**src/pdld_pkg.sv**
```systemverilog
// ==========================================================================
// Shared constants and types for the phase detector lock block.
// ==========================================================================
package pdld_pkg;

	// ======================================================================
	// Register map, byte addresses on the AXI4-Lite bus.
	// ======================================================================
	localparam logic [7:0] ADDR_CTRL     = 8'h00;
	localparam logic [7:0] ADDR_DIV      = 8'h04;
	localparam logic [7:0] ADDR_STATUS   = 8'h08;
	localparam logic [7:0] ADDR_NRATIO   = 8'h0C;
	localparam logic [7:0] ADDR_IRQ_STAT = 8'h10;
	localparam logic [7:0] ADDR_IRQ_MASK = 8'h14;

	localparam logic [31:0] CTRL_RESET     = 32'h0000_0040;
	localparam logic [31:0] DIV_RESET      = 32'h0000_0001;
	localparam logic [1:0]  IRQ_MASK_RESET = 2'h0;
	localparam logic [1:0]  RESP_OKAY      = 2'h0;
	localparam logic [1:0]  RESP_SLVERR    = 2'h2;

	// ======================================================================
	// Interrupt status bit positions.
	// ======================================================================
	localparam int IRQ_LOCK_GAINED = 0;
	localparam int IRQ_LOCK_LOST   = 1;

	// ======================================================================
	// Pin multiplexer codes.
	// ======================================================================
	localparam logic [1:0] PIN_SEL_FLAG    = 2'h0;
	localparam logic [1:0] PIN_SEL_PULSE_N = 2'h1;
	localparam logic [1:0] PIN_SEL_PULSE_P = 2'h2;
	localparam logic [1:0] PIN_SEL_LOW     = 2'h3;
	localparam logic [1:0] MON_SEL_LOW     = 2'h0;
	localparam logic [1:0] MON_SEL_FLAG    = 2'h1;
	localparam logic [1:0] MON_SEL_FLAG_N  = 2'h2;
	localparam logic [1:0] MON_SEL_PULSE   = 2'h3;

	// ======================================================================
	// Lock window timing, in aclk cycles of 25 ns.
	// ======================================================================
	localparam int         DLY_SPAN_NS   = 1;
	localparam logic [7:0] LOCK_THR_BASE [4] = '{8'h01, 8'h02, 8'h03, 8'h04};
	localparam logic [7:0] LOCK_RUN_LEN  [4] = '{8'h05, 8'h10, 8'h40, 8'hFF};

	// ======================================================================
	// Register layouts.
	// ======================================================================
	typedef struct packed {
		logic [12:0] spare;
		logic [1:0]  mon_sel;
		logic [1:0]  status_sel;
		logic [1:0]  pin_sel;
		logic [2:0]  fb_dly;
		logic [2:0]  ref_dly;
		logic        cnt_reset;
		logic [1:0]  run_sel;
		logic        lock_disable;
		logic        window_wide;
		logic [1:0]  antibacklash;
	} pdld_ctrl_s;

	typedef struct packed {
		logic [9:0]  spare;
		logic [12:0] main_cnt;
		logic [5:0]  swallow_cnt;
		logic [2:0]  presc_mode;
	} pdld_div_s;

	typedef enum logic [2:0] {
		PH_IDLE     = 3'b001,
		PH_WAIT_FB  = 3'b010,
		PH_WAIT_REF = 3'b100
	} pdld_phase_e;

endpackage : pdld_pkg

```
**src/pdld_delay_line.sv**
```systemverilog
`timescale 1ns/100ps
// ==========================================================================
// Programmable delay: output follows input after code plus one cycles.
// ==========================================================================
module pdld_delay_line #(
	parameter int DEPTH = 8
) (
	input  wire logic       aclk,
	input  wire logic       aresetn,
	input  wire logic [2:0] code,
	input  wire logic       din,
	output logic            dout
);

	logic [DEPTH-1:0] stage_q;

	always_ff @(posedge aclk)
	begin
		if (!aresetn)
			stage_q[0] <= 1'b0;
		else
			stage_q[0] <= din;
	end

	genvar gi;
	generate
		for (gi = 1; gi < DEPTH; gi++)
		begin : g_stage
			always_ff @(posedge aclk)
			begin
				if (!aresetn)
					stage_q[gi] <= 1'b0;
				else
					stage_q[gi] <= stage_q[gi-1];
			end
		end
	endgenerate

	assign dout = stage_q[code];

	chk_delay_zero_step: assert property (@(posedge aclk) disable iff (!aresetn)
		(code == 3'h0 && $past(code) == 3'h0) |-> dout == $past(din))
		else $error("Delay code zero does not give one cycle.");

endmodule : pdld_delay_line

```
**src/pdld_top.sv**
```systemverilog
// Our own choices: the AXI4-Lite register port and the register addresses.
`timescale 1ns/100ps
// Notes on behaviour
// - Both paths get a 3-bit delay cell.
// - Lock only when edge spacing at or below threshold.
// - Unlock threshold wider than lock threshold.
// - Lock needs programmable run of good cycles.
// - One cycle beyond unlock threshold drops lock.
// - Windows depend on window bit and antibacklash.
// - Lock result muxed onto three output pins.
// - Lock pin offers low and high pulse outputs.
// - Main counter one bypasses counters; ratio is prescaler.
module pdld_top (
	input  wire logic        aclk,
	input  wire logic        aresetn,
	input  wire logic [7:0]  s_axi_awaddr,
	input  wire logic        s_axi_awvalid,
	output logic             s_axi_awready,
	input  wire logic [31:0] s_axi_wdata,
	input  wire logic [3:0]  s_axi_wstrb,
	input  wire logic        s_axi_wvalid,
	output logic             s_axi_wready,
	output logic [1:0]       s_axi_bresp,
	output logic             s_axi_bvalid,
	input  wire logic        s_axi_bready,
	input  wire logic [7:0]  s_axi_araddr,
	input  wire logic        s_axi_arvalid,
	output logic             s_axi_arready,
	output logic [31:0]      s_axi_rdata,
	output logic [1:0]       s_axi_rresp,
	output logic             s_axi_rvalid,
	input  wire logic        s_axi_rready,
	input  wire logic        ref_div_in,
	input  wire logic        fb_div_in,
	output logic             lock_indicator_pin_o,
	output logic             lock_indicator_pin_oe,
	output logic             status_pin,
	output logic             reference_monitor_pin,
	output logic             irq
);

	// ======================================================================
	// Register file and AXI4-Lite slave.
	// ======================================================================
	pdld_pkg::pdld_ctrl_s ctrl_q;
	pdld_pkg::pdld_div_s  div_q;
	logic [1:0]           irq_stat_q;
	logic [1:0]           irq_mask_q;
	logic [1:0]           irq_set;
	logic                 aw_held_q;
	logic                 w_held_q;
	logic [7:0]           awaddr_q;
	logic [31:0]          wdata_q;
	logic [3:0]           wstrb_q;
	logic                 wr_go;
	logic [31:0]          rdata_d;
	logic                 rd_hit;
	logic [31:0]          status_word;
	logic [17:0]          n_ratio_q;

	function automatic logic [31:0] merge(input logic [31:0] old, input logic [31:0] nw, input logic [3:0] be);
		logic [31:0] r;
		r = old;
		for (int i = 0; i < 4; i++)
			if (be[i])
				r[8*i +: 8] = nw[8*i +: 8];
		return r;
	endfunction : merge

	assign s_axi_awready = !aw_held_q && !s_axi_bvalid;
	assign s_axi_wready  = !w_held_q && !s_axi_bvalid;
	assign s_axi_arready = !s_axi_rvalid;
	assign wr_go         = aw_held_q && w_held_q && !s_axi_bvalid;

	always_ff @(posedge aclk)
	begin
		if (!aresetn)
		begin
			aw_held_q <= 1'b0;
			w_held_q  <= 1'b0;
			awaddr_q  <= 8'h00;
			wdata_q   <= 32'h0000_0000;
			wstrb_q   <= 4'h0;
		end
		else
		begin
			if (s_axi_awvalid && s_axi_awready)
			begin
				aw_held_q <= 1'b1;
				awaddr_q  <= s_axi_awaddr;
			end
			else if (wr_go)
				aw_held_q <= 1'b0;
			if (s_axi_wvalid && s_axi_wready)
			begin
				w_held_q <= 1'b1;
				wdata_q  <= s_axi_wdata;
				wstrb_q  <= s_axi_wstrb;
			end
			else if (wr_go)
				w_held_q <= 1'b0;
		end
	end

	always_ff @(posedge aclk)
	begin
		if (!aresetn)
		begin
			s_axi_bvalid <= 1'b0;
			s_axi_bresp  <= pdld_pkg::RESP_OKAY;
		end
		else if (wr_go)
		begin
			s_axi_bvalid <= 1'b1;
			case (awaddr_q[7:2])
				pdld_pkg::ADDR_CTRL[7:2], pdld_pkg::ADDR_DIV[7:2], pdld_pkg::ADDR_IRQ_STAT[7:2],
				pdld_pkg::ADDR_IRQ_MASK[7:2], pdld_pkg::ADDR_STATUS[7:2], pdld_pkg::ADDR_NRATIO[7:2]:
					s_axi_bresp <= pdld_pkg::RESP_OKAY;
				default:
					s_axi_bresp <= pdld_pkg::RESP_SLVERR;
			endcase
		end
		else if (s_axi_bready)
			s_axi_bvalid <= 1'b0;
	end

	always_ff @(posedge aclk)
	begin
		if (!aresetn)
		begin
			ctrl_q     <= pdld_pkg::CTRL_RESET;
			div_q      <= pdld_pkg::DIV_RESET;
			irq_mask_q <= pdld_pkg::IRQ_MASK_RESET;
		end
		else if (wr_go)
		begin
			if (awaddr_q[7:2] == pdld_pkg::ADDR_CTRL[7:2])
				ctrl_q <= merge(ctrl_q, wdata_q, wstrb_q);
			if (awaddr_q[7:2] == pdld_pkg::ADDR_DIV[7:2])
				div_q <= merge(div_q, wdata_q, wstrb_q);
			if (awaddr_q[7:2] == pdld_pkg::ADDR_IRQ_MASK[7:2] && wstrb_q[0])
				irq_mask_q <= wdata_q[1:0];
		end
	end

	// Hardware set wins over a write-one clear in the same cycle.
	always_ff @(posedge aclk)
	begin
		if (!aresetn)
			irq_stat_q <= 2'h0;
		else if (wr_go && awaddr_q[7:2] == pdld_pkg::ADDR_IRQ_STAT[7:2] && wstrb_q[0])
			irq_stat_q <= (irq_stat_q & ~wdata_q[1:0]) | irq_set;
		else
			irq_stat_q <= irq_stat_q | irq_set;
	end

	assign irq = |(irq_stat_q & irq_mask_q);

	always_comb
	begin
		rd_hit  = 1'b1;
		rdata_d = 32'h0000_0000;
		case (s_axi_araddr[7:2])
			pdld_pkg::ADDR_CTRL[7:2]:     rdata_d = ctrl_q;
			pdld_pkg::ADDR_DIV[7:2]:      rdata_d = div_q;
			pdld_pkg::ADDR_STATUS[7:2]:   rdata_d = status_word;
			pdld_pkg::ADDR_NRATIO[7:2]:   rdata_d = {14'h0000, n_ratio_q};
			pdld_pkg::ADDR_IRQ_STAT[7:2]: rdata_d = {30'h0000_0000, irq_stat_q};
			pdld_pkg::ADDR_IRQ_MASK[7:2]: rdata_d = {30'h0000_0000, irq_mask_q};
			default:                      rd_hit  = 1'b0;
		endcase
	end

	always_ff @(posedge aclk)
	begin
		if (!aresetn)
		begin
			s_axi_rvalid <= 1'b0;
			s_axi_rdata  <= 32'h0000_0000;
			s_axi_rresp  <= pdld_pkg::RESP_OKAY;
		end
		else if (s_axi_arvalid && s_axi_arready)
		begin
			s_axi_rvalid <= 1'b1;
			s_axi_rdata  <= rdata_d;
			s_axi_rresp  <= rd_hit ? pdld_pkg::RESP_OKAY : pdld_pkg::RESP_SLVERR;
		end
		else if (s_axi_rready)
			s_axi_rvalid <= 1'b0;
	end

	// ======================================================================
	// Feedback divide ratio and legality of the divider setting.
	// ======================================================================
	logic [5:0] presc_val;
	logic       dual_ratio_mode;
	logic       div_illegal;

	always_comb
	begin
		dual_ratio_mode = div_q.presc_mode >= 3'h3;
		case (div_q.presc_mode)
			3'h0:    presc_val = 6'h01;
			3'h1:    presc_val = 6'h02;
			3'h2:    presc_val = 6'h03;
			3'h3:    presc_val = 6'h02;
			3'h4:    presc_val = 6'h04;
			3'h5:    presc_val = 6'h08;
			3'h6:    presc_val = 6'h10;
			default: presc_val = 6'h20;
		endcase
	end

	assign div_illegal = dual_ratio_mode && ({7'h00, div_q.swallow_cnt} > div_q.main_cnt);

	always_ff @(posedge aclk)
	begin
		if (!aresetn)
			n_ratio_q <= 18'h0_0001;
		else if (div_q.main_cnt == 13'h0001)
			n_ratio_q <= {12'h000, presc_val};
		else if (dual_ratio_mode)
			n_ratio_q <= 18'({12'h000, presc_val} * {5'h00, div_q.main_cnt}) + {12'h000, div_q.swallow_cnt};
		else
			n_ratio_q <= 18'({12'h000, presc_val} * {5'h00, div_q.main_cnt});
	end

	// ======================================================================
	// Pin synchronisers, delay cells and rising edge detection.
	// ======================================================================
	logic [1:0] ref_sync_q;
	logic [1:0] fb_sync_q;
	logic       ref_dly;
	logic       fb_dly;
	logic       ref_prev_q;
	logic       fb_prev_q;
	logic       ref_edge;
	logic       fb_edge;

	always_ff @(posedge aclk)
	begin
		if (!aresetn)
		begin
			ref_sync_q <= 2'h0;
			fb_sync_q  <= 2'h0;
			ref_prev_q <= 1'b0;
			fb_prev_q  <= 1'b0;
		end
		else
		begin
			ref_sync_q <= {ref_sync_q[0], ref_div_in};
			fb_sync_q  <= {fb_sync_q[0], fb_div_in};
			ref_prev_q <= ref_dly;
			fb_prev_q  <= fb_dly;
		end
	end

	pdld_delay_line #(.DEPTH(8)) u_ref_dly (
		.aclk    (aclk),
		.aresetn (aresetn),
		.code    (ctrl_q.ref_dly),
		.din     (ref_sync_q[1]),
		.dout    (ref_dly)
	);

	pdld_delay_line #(.DEPTH(8)) u_fb_dly (
		.aclk    (aclk),
		.aresetn (aresetn),
		.code    (ctrl_q.fb_dly),
		.din     (fb_sync_q[1]),
		.dout    (fb_dly)
	);

	assign ref_edge = ref_dly && !ref_prev_q;
	assign fb_edge  = fb_dly && !fb_prev_q;

	// ======================================================================
	// Edge spacing measurement against the lock and unlock windows.
	// ======================================================================
	pdld_pkg::pdld_phase_e ph_q;
	logic [7:0]            spacing_q;
	logic [7:0]            lock_thr;
	logic [7:0]            unlock_thr;
	logic                  eval_valid;
	logic [7:0]            eval_spacing;
	logic                  hold;

	// Wide window doubles the lock window; unlock is always twice lock.
	always_comb
	begin
		lock_thr   = pdld_pkg::LOCK_THR_BASE[ctrl_q.antibacklash] << ctrl_q.window_wide;
		unlock_thr = lock_thr << 1;
	end

	assign hold = ctrl_q.cnt_reset || ctrl_q.lock_disable;

	always_ff @(posedge aclk)
	begin
		if (!aresetn || hold)
		begin
			ph_q         <= pdld_pkg::PH_IDLE;
			spacing_q    <= 8'h00;
			eval_valid   <= 1'b0;
			eval_spacing <= 8'h00;
		end
		else
		begin
			eval_valid <= 1'b0;
			case (ph_q)
				pdld_pkg::PH_IDLE:
				begin
					spacing_q <= 8'h01;
					if (ref_edge && fb_edge)
					begin
						eval_valid   <= 1'b1;
						eval_spacing <= 8'h00;
					end
					else if (ref_edge)
						ph_q <= pdld_pkg::PH_WAIT_FB;
					else if (fb_edge)
						ph_q <= pdld_pkg::PH_WAIT_REF;
				end
				pdld_pkg::PH_WAIT_FB, pdld_pkg::PH_WAIT_REF:
				begin
					// A far edge missing past the unlock window counts as beyond it.
					if ((ph_q == pdld_pkg::PH_WAIT_FB ? fb_edge : ref_edge) || spacing_q > unlock_thr)
					begin
						eval_valid   <= 1'b1;
						eval_spacing <= spacing_q;
						ph_q         <= pdld_pkg::PH_IDLE;
					end
					else
						spacing_q <= spacing_q + 8'h01;
				end
				default:
					ph_q <= pdld_pkg::PH_IDLE;
			endcase
		end
	end

	// ======================================================================
	// Lock decision with hysteresis.
	// ======================================================================
	logic       edge_window_lock_flag_q;
	logic [7:0] run_q;
	logic       eval_good;
	logic       eval_bad;

	assign eval_good = eval_spacing <= lock_thr;
	assign eval_bad  = eval_spacing > unlock_thr;

	always_ff @(posedge aclk)
	begin
		if (!aresetn || hold)
		begin
			edge_window_lock_flag_q <= 1'b0;
			run_q                   <= 8'h00;
		end
		else if (eval_valid)
		begin
			if (eval_bad)
			begin
				edge_window_lock_flag_q <= 1'b0;
				run_q                   <= 8'h00;
			end
			else if (eval_good)
			begin
				if (run_q != 8'hFF)
					run_q <= run_q + 8'h01;
				if (run_q + 8'h01 >= pdld_pkg::LOCK_RUN_LEN[ctrl_q.run_sel])
					edge_window_lock_flag_q <= 1'b1;
			end
			else
				run_q <= 8'h00;
		end
	end

	assign irq_set[pdld_pkg::IRQ_LOCK_GAINED] = eval_valid && !eval_bad && eval_good && !hold &&
		!edge_window_lock_flag_q && (run_q + 8'h01 >= pdld_pkg::LOCK_RUN_LEN[ctrl_q.run_sel]);
	assign irq_set[pdld_pkg::IRQ_LOCK_LOST] = eval_valid && eval_bad && !hold && edge_window_lock_flag_q;

	assign status_word = {12'h000, div_illegal, lock_thr, run_q, 1'b0, ph_q != pdld_pkg::PH_IDLE,
		edge_window_lock_flag_q};

	// ======================================================================
	// Output pin multiplexers.
	// ======================================================================
	logic phase_err;
	logic pulse_lock_output;

	assign phase_err         = ph_q != pdld_pkg::PH_IDLE;
	assign pulse_lock_output = phase_err;

	function automatic logic mon_mux(input logic [1:0] sel, input logic lk, input logic pl);
		case (sel)
			pdld_pkg::MON_SEL_FLAG:   return lk;
			pdld_pkg::MON_SEL_FLAG_N: return !lk;
			pdld_pkg::MON_SEL_PULSE:  return pl;
			default:                  return 1'b0;
		endcase
	endfunction : mon_mux

	always_ff @(posedge aclk)
	begin
		if (!aresetn)
		begin
			lock_indicator_pin_o  <= 1'b0;
			lock_indicator_pin_oe <= 1'b1;
			status_pin            <= 1'b0;
			reference_monitor_pin <= 1'b0;
		end
		else
		begin
			status_pin            <= mon_mux(ctrl_q.status_sel, edge_window_lock_flag_q, pulse_lock_output);
			reference_monitor_pin <= mon_mux(ctrl_q.mon_sel, edge_window_lock_flag_q, pulse_lock_output);
			case (ctrl_q.pin_sel)
				pdld_pkg::PIN_SEL_FLAG:
				begin
					lock_indicator_pin_o  <= edge_window_lock_flag_q;
					lock_indicator_pin_oe <= 1'b1;
				end
				pdld_pkg::PIN_SEL_PULSE_N:
				begin
					lock_indicator_pin_o  <= 1'b0;
					lock_indicator_pin_oe <= pulse_lock_output;
				end
				pdld_pkg::PIN_SEL_PULSE_P:
				begin
					lock_indicator_pin_o  <= 1'b1;
					lock_indicator_pin_oe <= pulse_lock_output;
				end
				default:
				begin
					lock_indicator_pin_o  <= 1'b0;
					lock_indicator_pin_oe <= 1'b1;
				end
			endcase
		end
	end

	// ======================================================================
	// Checks.
	// ======================================================================
	chk_lock_needs_good: assert property (@(posedge aclk) disable iff (!aresetn)
		$rose(edge_window_lock_flag_q) |-> $past(eval_valid && eval_good && !eval_bad))
		else $error("Lock rose without a good cycle.");
	chk_bad_drops_lock: assert property (@(posedge aclk) disable iff (!aresetn)
		(eval_valid && eval_bad) |=> !edge_window_lock_flag_q && run_q == 8'h00)
		else $error("Bad cycle did not drop lock.");
	chk_hold_clears: assert property (@(posedge aclk) disable iff (!aresetn)
		hold |=> !edge_window_lock_flag_q && run_q == 8'h00)
		else $error("Counter hold did not clear lock.");
	chk_window_order: assert property (@(posedge aclk) disable iff (!aresetn)
		unlock_thr > lock_thr)
		else $error("Unlock window not wider than lock window.");
	chk_window_wide: assert property (@(posedge aclk) disable iff (!aresetn)
		ctrl_q.window_wide |-> lock_thr == {pdld_pkg::LOCK_THR_BASE[ctrl_q.antibacklash][6:0], 1'b0})
		else $error("Wide window select not applied.");
	chk_lock_spacing: assert property (@(posedge aclk) disable iff (!aresetn)
		$rose(edge_window_lock_flag_q) |-> $past(eval_spacing) <= $past(lock_thr))
		else $error("Lock taken on wide spacing.");
	chk_bypass_ratio: assert property (@(posedge aclk) disable iff (!aresetn)
		(div_q.main_cnt == 13'h0001 && $stable(div_q)) |=> n_ratio_q == {12'h000, $past(presc_val)})
		else $error("Bypass ratio differs from prescaler.");
	chk_pin_mux_flag: assert property (@(posedge aclk) disable iff (!aresetn)
		ctrl_q.pin_sel == pdld_pkg::PIN_SEL_FLAG |=> lock_indicator_pin_o == $past(edge_window_lock_flag_q))
		else $error("Lock pin does not follow the lock flag.");
	chk_pulse_n_pin: assert property (@(posedge aclk) disable iff (!aresetn)
		ctrl_q.pin_sel == pdld_pkg::PIN_SEL_PULSE_N |=> !lock_indicator_pin_o && lock_indicator_pin_oe == $past(phase_err))
		else $error("Pull-low pulse output wrong.");

endmodule : pdld_top

```
**config.mk**
```make
export PLATFORM = sky130hd
export DESIGN_NAME = pdld_top
export DESIGN_NICKNAME = d
export VERILOG_FILES = /design/src/pdld_pkg.sv /design/src/pdld_delay_line.sv /design/src/pdld_top.sv
export SDC_FILE = /design/constraint.sdc
export NUM_CORES = 1
export LEC_CHECK = 0
export ABC_AREA = 1
export BUFFER_PORTS_ARGS = -buffer_cell sky130_fd_sc_hd__buf_2
export CAP_MARGIN = 20
export CELL_PAD_IN_SITES_DETAIL_PLACEMENT = 0
export CELL_PAD_IN_SITES_GLOBAL_PLACEMENT = 1
export CORE_UTILIZATION = 40
export DETAILED_ROUTE_END_ITERATION = 8
export PLACE_DENSITY = 0.85
export SYNTH_ARGS = -nofsm -noshare
export SYNTH_HDL_FRONTEND = slang
export SYNTH_SLANG_ARGS = --single-unit
```
**constraint.sdc**
```tcl
create_clock -name aclk -period 4.2 [get_ports aclk]
set_input_delay 0.63 -clock aclk [delete_from_list [all_inputs] [get_ports aclk]]
set_output_delay 0.63 -clock aclk [all_outputs]
set_load 0.01 [all_outputs]
```
==> flow_summary.json, run 1 <==
{
  "cpPeakStageDelay_ns": 0.57,
  "slowest_stage": "fa_1",
  "gp_congestion": 0.883,
  "regArea_sq_um": 4430,
  "critPathTopFamily": "adder cells",
  "arrival_ns": 4.59,
  "htreeDepth": 1,
  "vias": 11703,
  "fillCellCount": 3097,
  "power.leakage_nw": 6.71,
  "die_x_microns": 179,
  "criticalPathCategory": "reg2reg",
  "drc": 0,
  "multi_input_area_sq_um": 7190,
  "netlist_area_sq_um": 12500,
  "ys_ff_latch": 221,
  "hold_depth": 3,
  "hold_viol": 0,
  "synth_ff_type": "dfxtp_1",
  "port_buffers": 100,
  "synth_area_leader_cell": "dfxtp_1",
  "grt_pass1_wl_microns": 54800,
  "die_area_sq_um": 31900,
  "dr.pass1.iters": 5,
  "ys_types": 55,
  "synthCells": 1714,
  "crit_path_end_kind": "flip-flop",
  "diodes": 0,
  "wire_per_inst_microns": 15.5,
  "total_power_mw": 4.54,
  "synth_area_per_cell_sq_um": 7.29,
  "dp_hpwl_microns": 26200,
  "async_flop_share_pct": 0,
  "track_usage_pct": 21.7,
  "r2r_cells": 19,
  "r2r_start": "div_q[1]$_SDFFE_PN0P_",
  "period_needed_ns": 4.17,
  "nNetsFinal": 2029,
  "ios": 107,
  "clk_latency_ns": 0.51,
  "cts_root_buffer": "clkbuf_16",
  "whs_ns": 0.303,
  "startpoint": "div_q[1]$_SDFFE_PN0P_",
  "setup_viol": 0,
  "clkSinkCount": 221,
  "rsz0062_at_grt": "true",
  "ant_nets": 0,
  "start_util_pct": 40.7,
  "fmax_ghz": 0.240,
  "outcome": "completed",
  "path_buf_inv": 7,
  "grt_pass1_vias": 10724,
  "power.density_nw_per_um2": 303,
  "core_sq_um": 30700,
  "hold_start": "ref_div_in",
  "reg2reg_slack_ns": 0.03,
  "clk_pin_slew_worst_paths_ns": 0.06,
  "crit_path_frequent_cell": "buf_4",
  "period_share_pct": 99.2,
  "hold_path_class": "in2reg",
  "relSlewSlack_pct": 30.6,
  "holdPathEnd": "ref_sync_q[0]$_SDFF_PN0_",
  "drv_slew": 0,
  "cts_made_buffers": 23,
  "grt_max_degree": 79,
  "cp-start-kind": "flip-flop",
  "synth_warnings": 0,
  "drt_iter0_markers": 807,
  "vias_per_cell": 5.16,
  "cts_max_path_buffers": 3,
  "globalRouteOverflowTotal": 0,
  "area_growth_pct": 19.9,
  "drv_cap": 0,
  "cp_max_fo": 5,
  "ir_drop_v": 0.000258,
  "synth_edf_count": 0,
  "yosysSeqAreaShare_pct": 35.4,
  "antenna_found_initial": 0,
  "crit_chain": "inv_4 -> nor3_4 -> buf_4 -> nand2_2 -> fa_1 -> fa_1 -> fa_1 -> inv_2 -> ha_4 -> xor2_4 -> ha_4 -> buf_4 -> buf_4 -> nand2_1 -> nand2_2 -> nand4_2 -> inv_1 -> buf_4 -> nor3_1",
  "fp.dieH_microns": 179,
  "cts_hold_buffers": 0,
  "crit-reg2reg-capture": "n_ratio_q[9]$_SDFF_PP0_",
  "fin_worst_skew_ns": 0.0156,
  "rows": 64,
  "crit_required_ns": 4.63,
  "wl_microns": 35200,
  "max_slew.worst_pin.slew_ns": 1.04,
  "synthTopCellsByArea": "dfxtp_1 (35%), nand2_1 (8.6%), inv_1 (7.3%)",
  "synth_top_area_share_pct": 35.4,
  "drive_gt1_share_pct": 18.6,
  "cts_tree": "yes"
}
-- layout make-up --
class,instances,area share (%)
multi-input combinational,1175,48.0
sequential,221,29.6
timing repair buffer,178,7.35
inverter,258,6.56
clock buffer,30,4.29
tap,396,3.31
clock inverter,10,0.877
-- kinds of logic (layout without fill, tap and decap cells) --
logic type      count (synthesis)  after routing  share of synthesized area, %
buf+inv                       319            476                          9.78
mux                             1              1                        0.0801
other cells                     1              2                        0.0300
compound gates                381            381                          16.8
xor+xnor                       12             12                         0.842
simple gates                  668            668                          23.3
fa+ha+maj                     111            111                          13.8
flops                         221            221                          35.4
-- worst reg2reg max path, stage by stage, from the launching register on --
cell	delay (ns)
dfxtp_4	0.42
inv_4	0.05
nor3_4	0.22
buf_4	0.16
nand2_2	0.05
fa_1	0.46
fa_1	0.50
fa_1	0.57
inv_2	0.05
ha_4	0.29
xor2_4	0.19
ha_4	0.24
buf_4	0.14
buf_4	0.13
nand2_1	0.07
nand2_2	0.08
nand4_2	0.13
inv_1	0.07
buf_4	0.13
nor3_1	0.15
-- routing by layer --
metal	wire length [microns]	vias to the layer above	global-route usage, %
met3	1730	61	2.63
li1	-	5835	-
met5	0	-	0
met1	16400	5491	30.1
met4	895	0	5.86
met2	16200	316	35.3
-- flip-flops by register name, summed over array words and instances (netlist names), 2 cells and up --
signal             flops
irq_mask_q             2
s_axi_rdata           32
irq_stat_q             2
u_ref_dly.stage_q      8
ref_sync_q             2
u_fb_dly.stage_q       8
eval_spacing           8
fb_sync_q              2
awaddr_q               6
n_ratio_q             18
ctrl_q                32
div_q                 32
wstrb_q                4
run_q                  8
spacing_q              8
ph_q                   3
wdata_q               32
-- layout by cell type (no fill, tap or decap), types with 23 or more instances in the layout --
cell,Yosys,final
dfxtp_1,221,218
nand2_2,17,25
buf_4,2,74
a21oi_1,163,158
clkbuf_16,0,23
nor2_1,226,204
inv_1,242,233
fa_1,45,44
nand2_1,287,277
ha_1,66,55
nand3_1,67,65
o21ai_0,143,141
buf_2,6,100
-- how the worst max path moves through the flow --
stage,endpoint,cells after the start
finish,n_ratio_q[9]$_SDFF_PP0_,19
floorplan,n_ratio_q[16]$_SDFF_PP0_,23
global placement,n_ratio_q[15]$_SDFF_PP0_,21
detailed placement,n_ratio_q[15]$_SDFF_PP0_,21
CTS,n_ratio_q[9]$_SDFF_PP0_,19
global route,n_ratio_q[13]$_SDFF_PP0_,22
-- cells in the mapped netlist (2+ instances only) --
| library cell | n |
|---|---|
| nand2_4 | 7 |
| ha_1 | 66 |
| nand2_2 | 17 |
| and2_1 | 2 |
| nand3_2 | 7 |
| nor3_2 | 2 |
| a21oi_1 | 163 |
| and3_1 | 2 |
| buf_4 | 2 |
| nor2_1 | 226 |
| o21ai_1 | 3 |
| nor3_1 | 11 |
| xnor2_1 | 3 |
| clkbuf_1 | 51 |
| inv_2 | 10 |
| o22ai_1 | 19 |
| nand4_1 | 21 |
| a211oi_1 | 3 |
| o221ai_1 | 5 |
| a311oi_1 | 2 |
| o21ai_0 | 143 |
| nand3b_1 | 6 |
| o21a_1 | 3 |
| fa_1 | 45 |
| a22oi_1 | 7 |
| a21oi_2 | 3 |
| inv_1 | 242 |
| a31oi_1 | 10 |
| nor2_2 | 6 |
| xor2_1 | 9 |
| nand3_1 | 67 |
| dfxtp_1 | 221 |
| o211ai_1 | 7 |
| nand2_1 | 287 |
| a221oi_1 | 5 |
| clkinv_1 | 5 |
| nor2_4 | 3 |
| buf_2 | 6 |
-- power breakdown --
group	leakage, nW	total, mW	switching, mW	internal [mW]
clock	0.382	2.10	0.842	1.26
sequential	1.79	2.18	0.0365	2.15
combinational	4.53	0.255	0.173	0.0821
total	6.71	4.54	1.05	3.49
-- repair_timing --
action	4_1_cts	5_1_grt
setup endpoints to repair	9	13
resized for setup	29	63
cloned	0	1
pin swaps	12	27
buffers inserted	2	6
-- stage by stage --
stage | util (%) | setup TNS, ns | area (sq um) | std cells | worst slack, ns
detailed placement | 44.9 | -1.08 | 13800 | 2219 | -0.211
floorplan | - | 0 | 12500 | 1715 | 0.00909
global route | 48.8 | -1.72 | 15000 | 2268 | -0.228
global placement | 44.9 | -0.668 | 13800 | 2219 | -0.134
finish | 48.8 | 0 | 15000 | 2268 | 0.0331
CTS | 47.9 | 0 | 14700 | 2261 | 0.00473
(Power assumes the default switching activity.)
==> inputs of run 2 (changes only) <==
==> constraint.sdc (replaced) <==
create_clock -name aclk -period 3.55 [get_ports aclk]
set_input_delay 0.5325 -clock aclk [delete_from_list [all_inputs] [get_ports aclk]]
set_output_delay 0.5325 -clock aclk [all_outputs]
set_load 0.01 [all_outputs]
==> run 2 against run 1 <==
Effect of this change:
- the run now ends with setup timing left
- hold slack lost 0.10 ns
- cell count up 1.2%
- routed wire length barely moved
- non-clock buffer count up 26
==> flow_summary.json, run 2 (synthesized netlist as in run 1, its figures left out) <==
{
  "hold_path_class": "in2reg",
  "gp_congestion": 0.888,
  "pre_cts_ws_ns": -0.690,
  "vias_per_cell": 5.10,
  "clkSinkCount": 221,
  "drv_slew": 0,
  "wire_per_inst_microns": 15.4,
  "period_needed_ns": 4.08,
  "drive_gt1_share_pct": 21.1,
  "mostFrequentLayoutCell": "nand2_1",
  "drc": 0,
  "crit-reg2reg-capture": "n_ratio_q[16]$_SDFF_PP0_",
  "fillCellCount": 3007,
  "htreeDepth": 1,
  "area_growth_pct": 23.8,
  "rows": 64,
  "antenna_found_initial": 0,
  "arrival_ns": 4.49,
  "cpPeakStageDelay_ns": 0.51,
  "die_area_sq_um": 31900,
  "startpoint": "div_q[2]$_SDFFE_PN0P_",
  "fin_util_pct": 50.4,
  "port_buffers": 100,
  "crit_chain": "buf_4 -> nor2_4 -> buf_6 -> nand2_1 -> fa_1 -> inv_1 -> ha_1 -> ha_1 -> ha_2 -> fa_2 -> xor2_4 -> ha_4 -> nand2_1 -> inv_1 -> nand4_1 -> a31oi_4 -> nand2_2 -> inv_2 -> nand2_4 -> nor2_4 -> nand3_1 -> nand2_1 -> nor2_1",
  "endpoint": "n_ratio_q[16]$_SDFF_PP0_",
  "final_area_sq_um": 15500,
  "fin_cells": 2295,
  "start_util_pct": 40.7,
  "ir_drop_v": 0.000303,
  "rsz0062_at_grt": "true",
  "dp_hpwl_microns": 27000,
  "hold_viol": 0,
  "cts_root_buffer": "clkbuf_16",
  "drv_cap": 0,
  "nNetsFinal": 2056,
  "cts_max_path_buffers": 3,
  "critPathTopFamily": "adder cells",
  "violations": "setup timing",
  "fp.dieH_microns": 179,
  "ant_nets": 0,
  "r2r_cells": 23,
  "ios": 107,
  "max_slew.worst_pin.slew_ns": 1.03,
  "wl_microns": 35200,
  "outcome": "complete, but fails checks",
  "cp_max_fo": 4,
  "placed_cells": 2242,
  "power.leakage_nw": 6.97,
  "crit_required_ns": 3.96,
  "whs_ns": 0.203,
  "core_sq_um": 30700,
  "layout_common_cells": "nand2_1 (268), inv_1 (228), dfxtp_1 (218), nor2_1 (194), a21oi_1 (158)",
  "fin_worst_skew_ns": 0.0110,
  "r2r_start": "div_q[2]$_SDFFE_PN0P_",
  "globalRouteOverflowTotal": 0,
  "relSlewSlack_pct": 31.4,
  "track_usage_pct": 22.2,
  "period_share_pct": 115,
  "path_buf_inv": 5,
  "grt_pass1_wl_microns": 56400,
  "crit_cells": 23,
  "drt_iter0_markers": 608,
  "crit_path_frequent_cell": "nand2_1",
  "reg2reg_slack_ns": -0.53,
  "grt_max_degree": 61,
  "cp-start-kind": "flip-flop",
  "cts_tree": "yes",
  "power.density_nw_per_um2": 361,
  "criticalPathCategory": "reg2reg",
  "fmax_ghz": 0.245,
  "die_x_microns": 179,
  "setup_viol": 14,
  "crit_path_end_kind": "flip-flop",
  "clk_latency_ns": 0.52,
  "postPlaceCellArea_sq_um": 14200,
  "dr.pass1.iters": 5,
  "total_power_mw": 5.58,
  "vias": 11712,
  "grt_pass1_vias": 11149,
  "clk_pin_slew_worst_paths_ns": 0.06,
  "diodes": 0,
  "finalSetupTns_ns": -5.28,
  "setup_slack_ns": -0.530,
  "slowest_stage": "fa_1",
  "cts_made_buffers": 24
}
[run 2: cell types whose count changed in the layout (fill, tap and decap cells not counted), sizes merged]
cell	before	now
clkbuf	30	37
buf	178	204
clkinvlp	1	0
clkinv	12	6
inv	252	253
[run 2: timing repair]
action                                 CTS  global route
buffers inserted                        10             2
setup endpoints to repair               14            14
gates cloned                             0             0
pin swaps                               25             3
gates resized for setup                 71            11
hold buffers                             0             0
endpoints found under the hold margin    0             0
[run 2: worst min-delay path by stage]
| stage | start | end | slack [ns] | cells after the start |
|---|---|---|---|---|
| 2_1_floorplan | fb_sync_q[0]$_SDFF_PN0_ | fb_sync_q[1]$_SDFF_PN0_ | 0.39 | 2 |
| 3_3_place_gp | ref_sync_q[0]$_SDFF_PN0_ | ref_sync_q[1]$_SDFF_PN0_ | 0.40 | 2 |
| 3_5_place_dp | ref_sync_q[0]$_SDFF_PN0_ | ref_sync_q[1]$_SDFF_PN0_ | 0.40 | 2 |
| 4_1_cts | ref_div_in | ref_sync_q[0]$_SDFF_PN0_ | 0.19 | 3 |
| 5_1_grt | fb_div_in | fb_sync_q[0]$_SDFF_PN0_ | 0.21 | 3 |
| 6_report | fb_div_in | fb_sync_q[0]$_SDFF_PN0_ | 0.20 | 3 |
[run 2: cell type report]
cell class / count / area [sq um] / share of cell area, %
multi-input cells: 1175 / 7340 / 47.4
flip-flops and latches: 221 / 4440 / 28.7
repair buffers: 204 / 1360 / 8.76
inverters: 258 / 985 / 6.37
clock buffers: 37 / 762 / 4.93
well taps: 396 / 495 / 3.20
clock inverters: 4 / 98.8 / 0.639
[run 2: power by group]
part	leakage, nW	internal (mW)	switching, mW
logic	4.75	0.0992	0.202
clock network	0.422	1.69	1.01
registers	1.79	2.54	0.0443
total	6.97	4.33	1.25
[run 2: routing by layer]
| metal | track usage [%] | wire length [microns] | share of wire (%) |
|---|---|---|---|
| met5 | 0 | 0 | 0 |
| met4 | 6.57 | 994 | 2.8 |
| met3 | 3.41 | 1840 | 5.2 |
| met2 | 36.5 | 16100 | 46 |
| met1 | 29.8 | 16300 | 46 |
[run 2: worst min-delay path, stage by stage]
cell     delay, ns
buf_2         0.08
nand2_1       0.04
inv_1         0.04
==> inputs of run 3 (changes only) <==
==> config.mk (replaced) <==
export PLATFORM = sky130hd
export DESIGN_NAME = pdld_top
export DESIGN_NICKNAME = d
export VERILOG_FILES = /design/src/pdld_pkg.sv /design/src/pdld_delay_line.sv /design/src/pdld_top.sv
export SDC_FILE = /design/constraint.sdc
export NUM_CORES = 1
export LEC_CHECK = 0
export ABC_AREA = 1
export CAP_MARGIN = 20
export CORE_UTILIZATION = 58
export DETAILED_ROUTE_END_ITERATION = 8
export DONT_BUFFER_PORTS = 1
export PLACE_DENSITY = 0.84
export SLEW_MARGIN = 20
export SYNTH_ARGS = -nofsm -noshare
export SYNTH_HDL_FRONTEND = slang
export SYNTH_SLANG_ARGS = --single-unit
==> run 3 against run 2 <==
Effect of this change:
- the flow still finishes with violations (setup timing)
- clock skew increased by 0.0093 ns
- final area decreased by 4.7%
- clock power down 15%
==> flow_summary.json, run 3 (synthesized netlist as in run 1, its figures left out) <==
{
  "r2r_start": "div_q[0]$_SDFFE_PN1P_",
  "pre_cts_ws_ns": -0.692,
  "mostFrequentLayoutCell": "nand2_1",
  "setup_viol": 14,
  "r2r_cells": 22,
  "diodes": 0,
  "ir_drop_v": 0.000440,
  "vias_per_cell": 5.75,
  "final_area_sq_um": 14700,
  "endpoint": "n_ratio_q[13]$_SDFF_PP0_",
  "die_area_sq_um": 22100,
  "max_slew.worst_pin.slew_ns": 1.00,
  "clkSinkCount": 221,
  "drc": 0,
  "cp-start-kind": "flip-flop",
  "fmax_ghz": 0.237,
  "arrival_ns": 4.61,
  "postPlaceCellArea_sq_um": 13500,
  "crit-reg2reg-capture": "n_ratio_q[13]$_SDFF_PP0_",
  "hold_path_class": "in2reg",
  "ant_nets": 0,
  "area_growth_pct": 18.0,
  "power.density_nw_per_um2": 347,
  "core_sq_um": 21100,
  "power.leakage_nw": 6.44,
  "globalRouteOverflowTotal": 0,
  "ios": 107,
  "die_x_microns": 149,
  "vias": 11876,
  "fin_worst_skew_ns": 0.0203,
  "layout_common_cells": "nand2_1 (259), inv_1 (223), dfxtp_1 (218), nor2_1 (190), a21oi_1 (157)",
  "cts_tree": "yes",
  "criticalPathCategory": "reg2reg",
  "clk_pin_slew_worst_paths_ns": 0.06,
  "crit_path_end_kind": "flip-flop",
  "drv_cap": 0,
  "violations": "setup timing",
  "cts_made_buffers": 23,
  "setup_slack_ns": -0.665,
  "antenna_found_initial": 0,
  "grt_pass1_wl_microns": 54400,
  "grt_pass1_vias": 11356,
  "hold_viol": 0,
  "htreeDepth": 1,
  "dp_hpwl_microns": 24600,
  "nNetsFinal": 1949,
  "port_buffers": 0,
  "reg2reg_slack_ns": -0.66,
  "hold_start": "fb_div_in",
  "cts_max_path_buffers": 3,
  "cts_root_buffer": "clkbuf_16",
  "wl_microns": 34300,
  "track_usage_pct": 30.5,
  "period_share_pct": 119,
  "cp_max_fo": 9,
  "drive_gt1_share_pct": 17.4,
  "grt_max_degree": 137,
  "period_needed_ns": 4.21,
  "rsz0062_at_grt": "true",
  "dr.pass1.iters": 6,
  "startpoint": "div_q[0]$_SDFFE_PN1P_",
  "fp.dieH_microns": 149,
  "drv_slew": 0,
  "drt_iter0_markers": 940,
  "outcome": "complete, but fails checks",
  "gp_congestion": 0.922,
  "start_util_pct": 59.2,
  "wire_per_inst_microns": 16.6,
  "relSlewSlack_pct": 32.8,
  "clk_latency_ns": 0.51,
  "rows": 53,
  "crit_required_ns": 3.94
}
-- run 3: repair_timing --
action	in CTS	in global routing
hold buffers	0	0
setup endpoints to repair	14	14
buffers inserted	9	8
cloned	0	0
pin swaps	30	44
resized for setup	61	61
-- run 3: power by group --
part | total (mW) | switching [mW] | leakage, nW | internal, mW
clock | 2.28 | 0.939 | 0.344 | 1.35
combinational | 0.236 | 0.166 | 4.30 | 0.0701
sequential | 2.59 | 0.0514 | 1.79 | 2.54
total | 5.11 | 1.16 | 6.44 | 3.95
-- run 3: routing by layer --
layer	share of wire, %	up-vias	GRT usage [%]
met5	0	-	0.682
li1	-	5674	-
met4	3.4	0	11.4
met2	48	541	51.4
met3	8.4	101	5.60
met1	40	5560	38.8
-- run 3: stage by stage --
stage                     std cells  total power [mW]  util (%)  TNS, ns  hold WS [ns]
final                          2065              5.11      69.9    -7.53         0.141
after CTS                      2057              5.11      68.6    -6.36         0.134
after floorplan                1715              2.82         -    -4.03         0.390
after global routing           2065              5.26      69.9   -10.58         0.143
after global placement         2010              2.86      63.9    -6.29         0.397
after detailed placement       2010              2.87      63.9    -7.53         0.399
-- run 3: critical path, cell delays in order, from the launching register on --
cell and delay (ns):
dfxtp_4 0.38, nor2_4 0.17, nand2_4 0.10, buf_4 0.19, nor2_2 0.12, fa_1 0.43, fa_1 0.54, inv_1 0.05
fa_1 0.58, inv_2 0.06, ha_4 0.32, nand2_4 0.07, nor2_4 0.13, nand2_2 0.08, nand4_1 0.09, nand2_2 0.08
nor2_4 0.11, buf_6 0.13, nand4_4 0.11, inv_2 0.11, a21oi_1 0.07, o21ai_1 0.11, inv_1 0.06
-- run 3: worst min path at each step --
stage | depth (start not counted) | end
finish | 2 | fb_sync_q[0]$_SDFF_PN0_
global route | 2 | fb_sync_q[0]$_SDFF_PN0_
CTS | 2 | fb_sync_q[0]$_SDFF_PN0_
detailed placement | 2 | ref_sync_q[1]$_SDFF_PN0_
global placement | 2 | ref_sync_q[1]$_SDFF_PN0_
floorplan | 2 | fb_sync_q[1]$_SDFF_PN0_
-- run 3: area by class of cell --
class | instances | area, sq um
tap | 275 | 344
clock inverter | 3 | 43.8
inverter | 258 | 985
sequential | 221 | 4440
clock buffer | 35 | 661
fill | 1599 | 6350
multi-input combinational | 1175 | 7470
timing repair buffer | 98 | 802
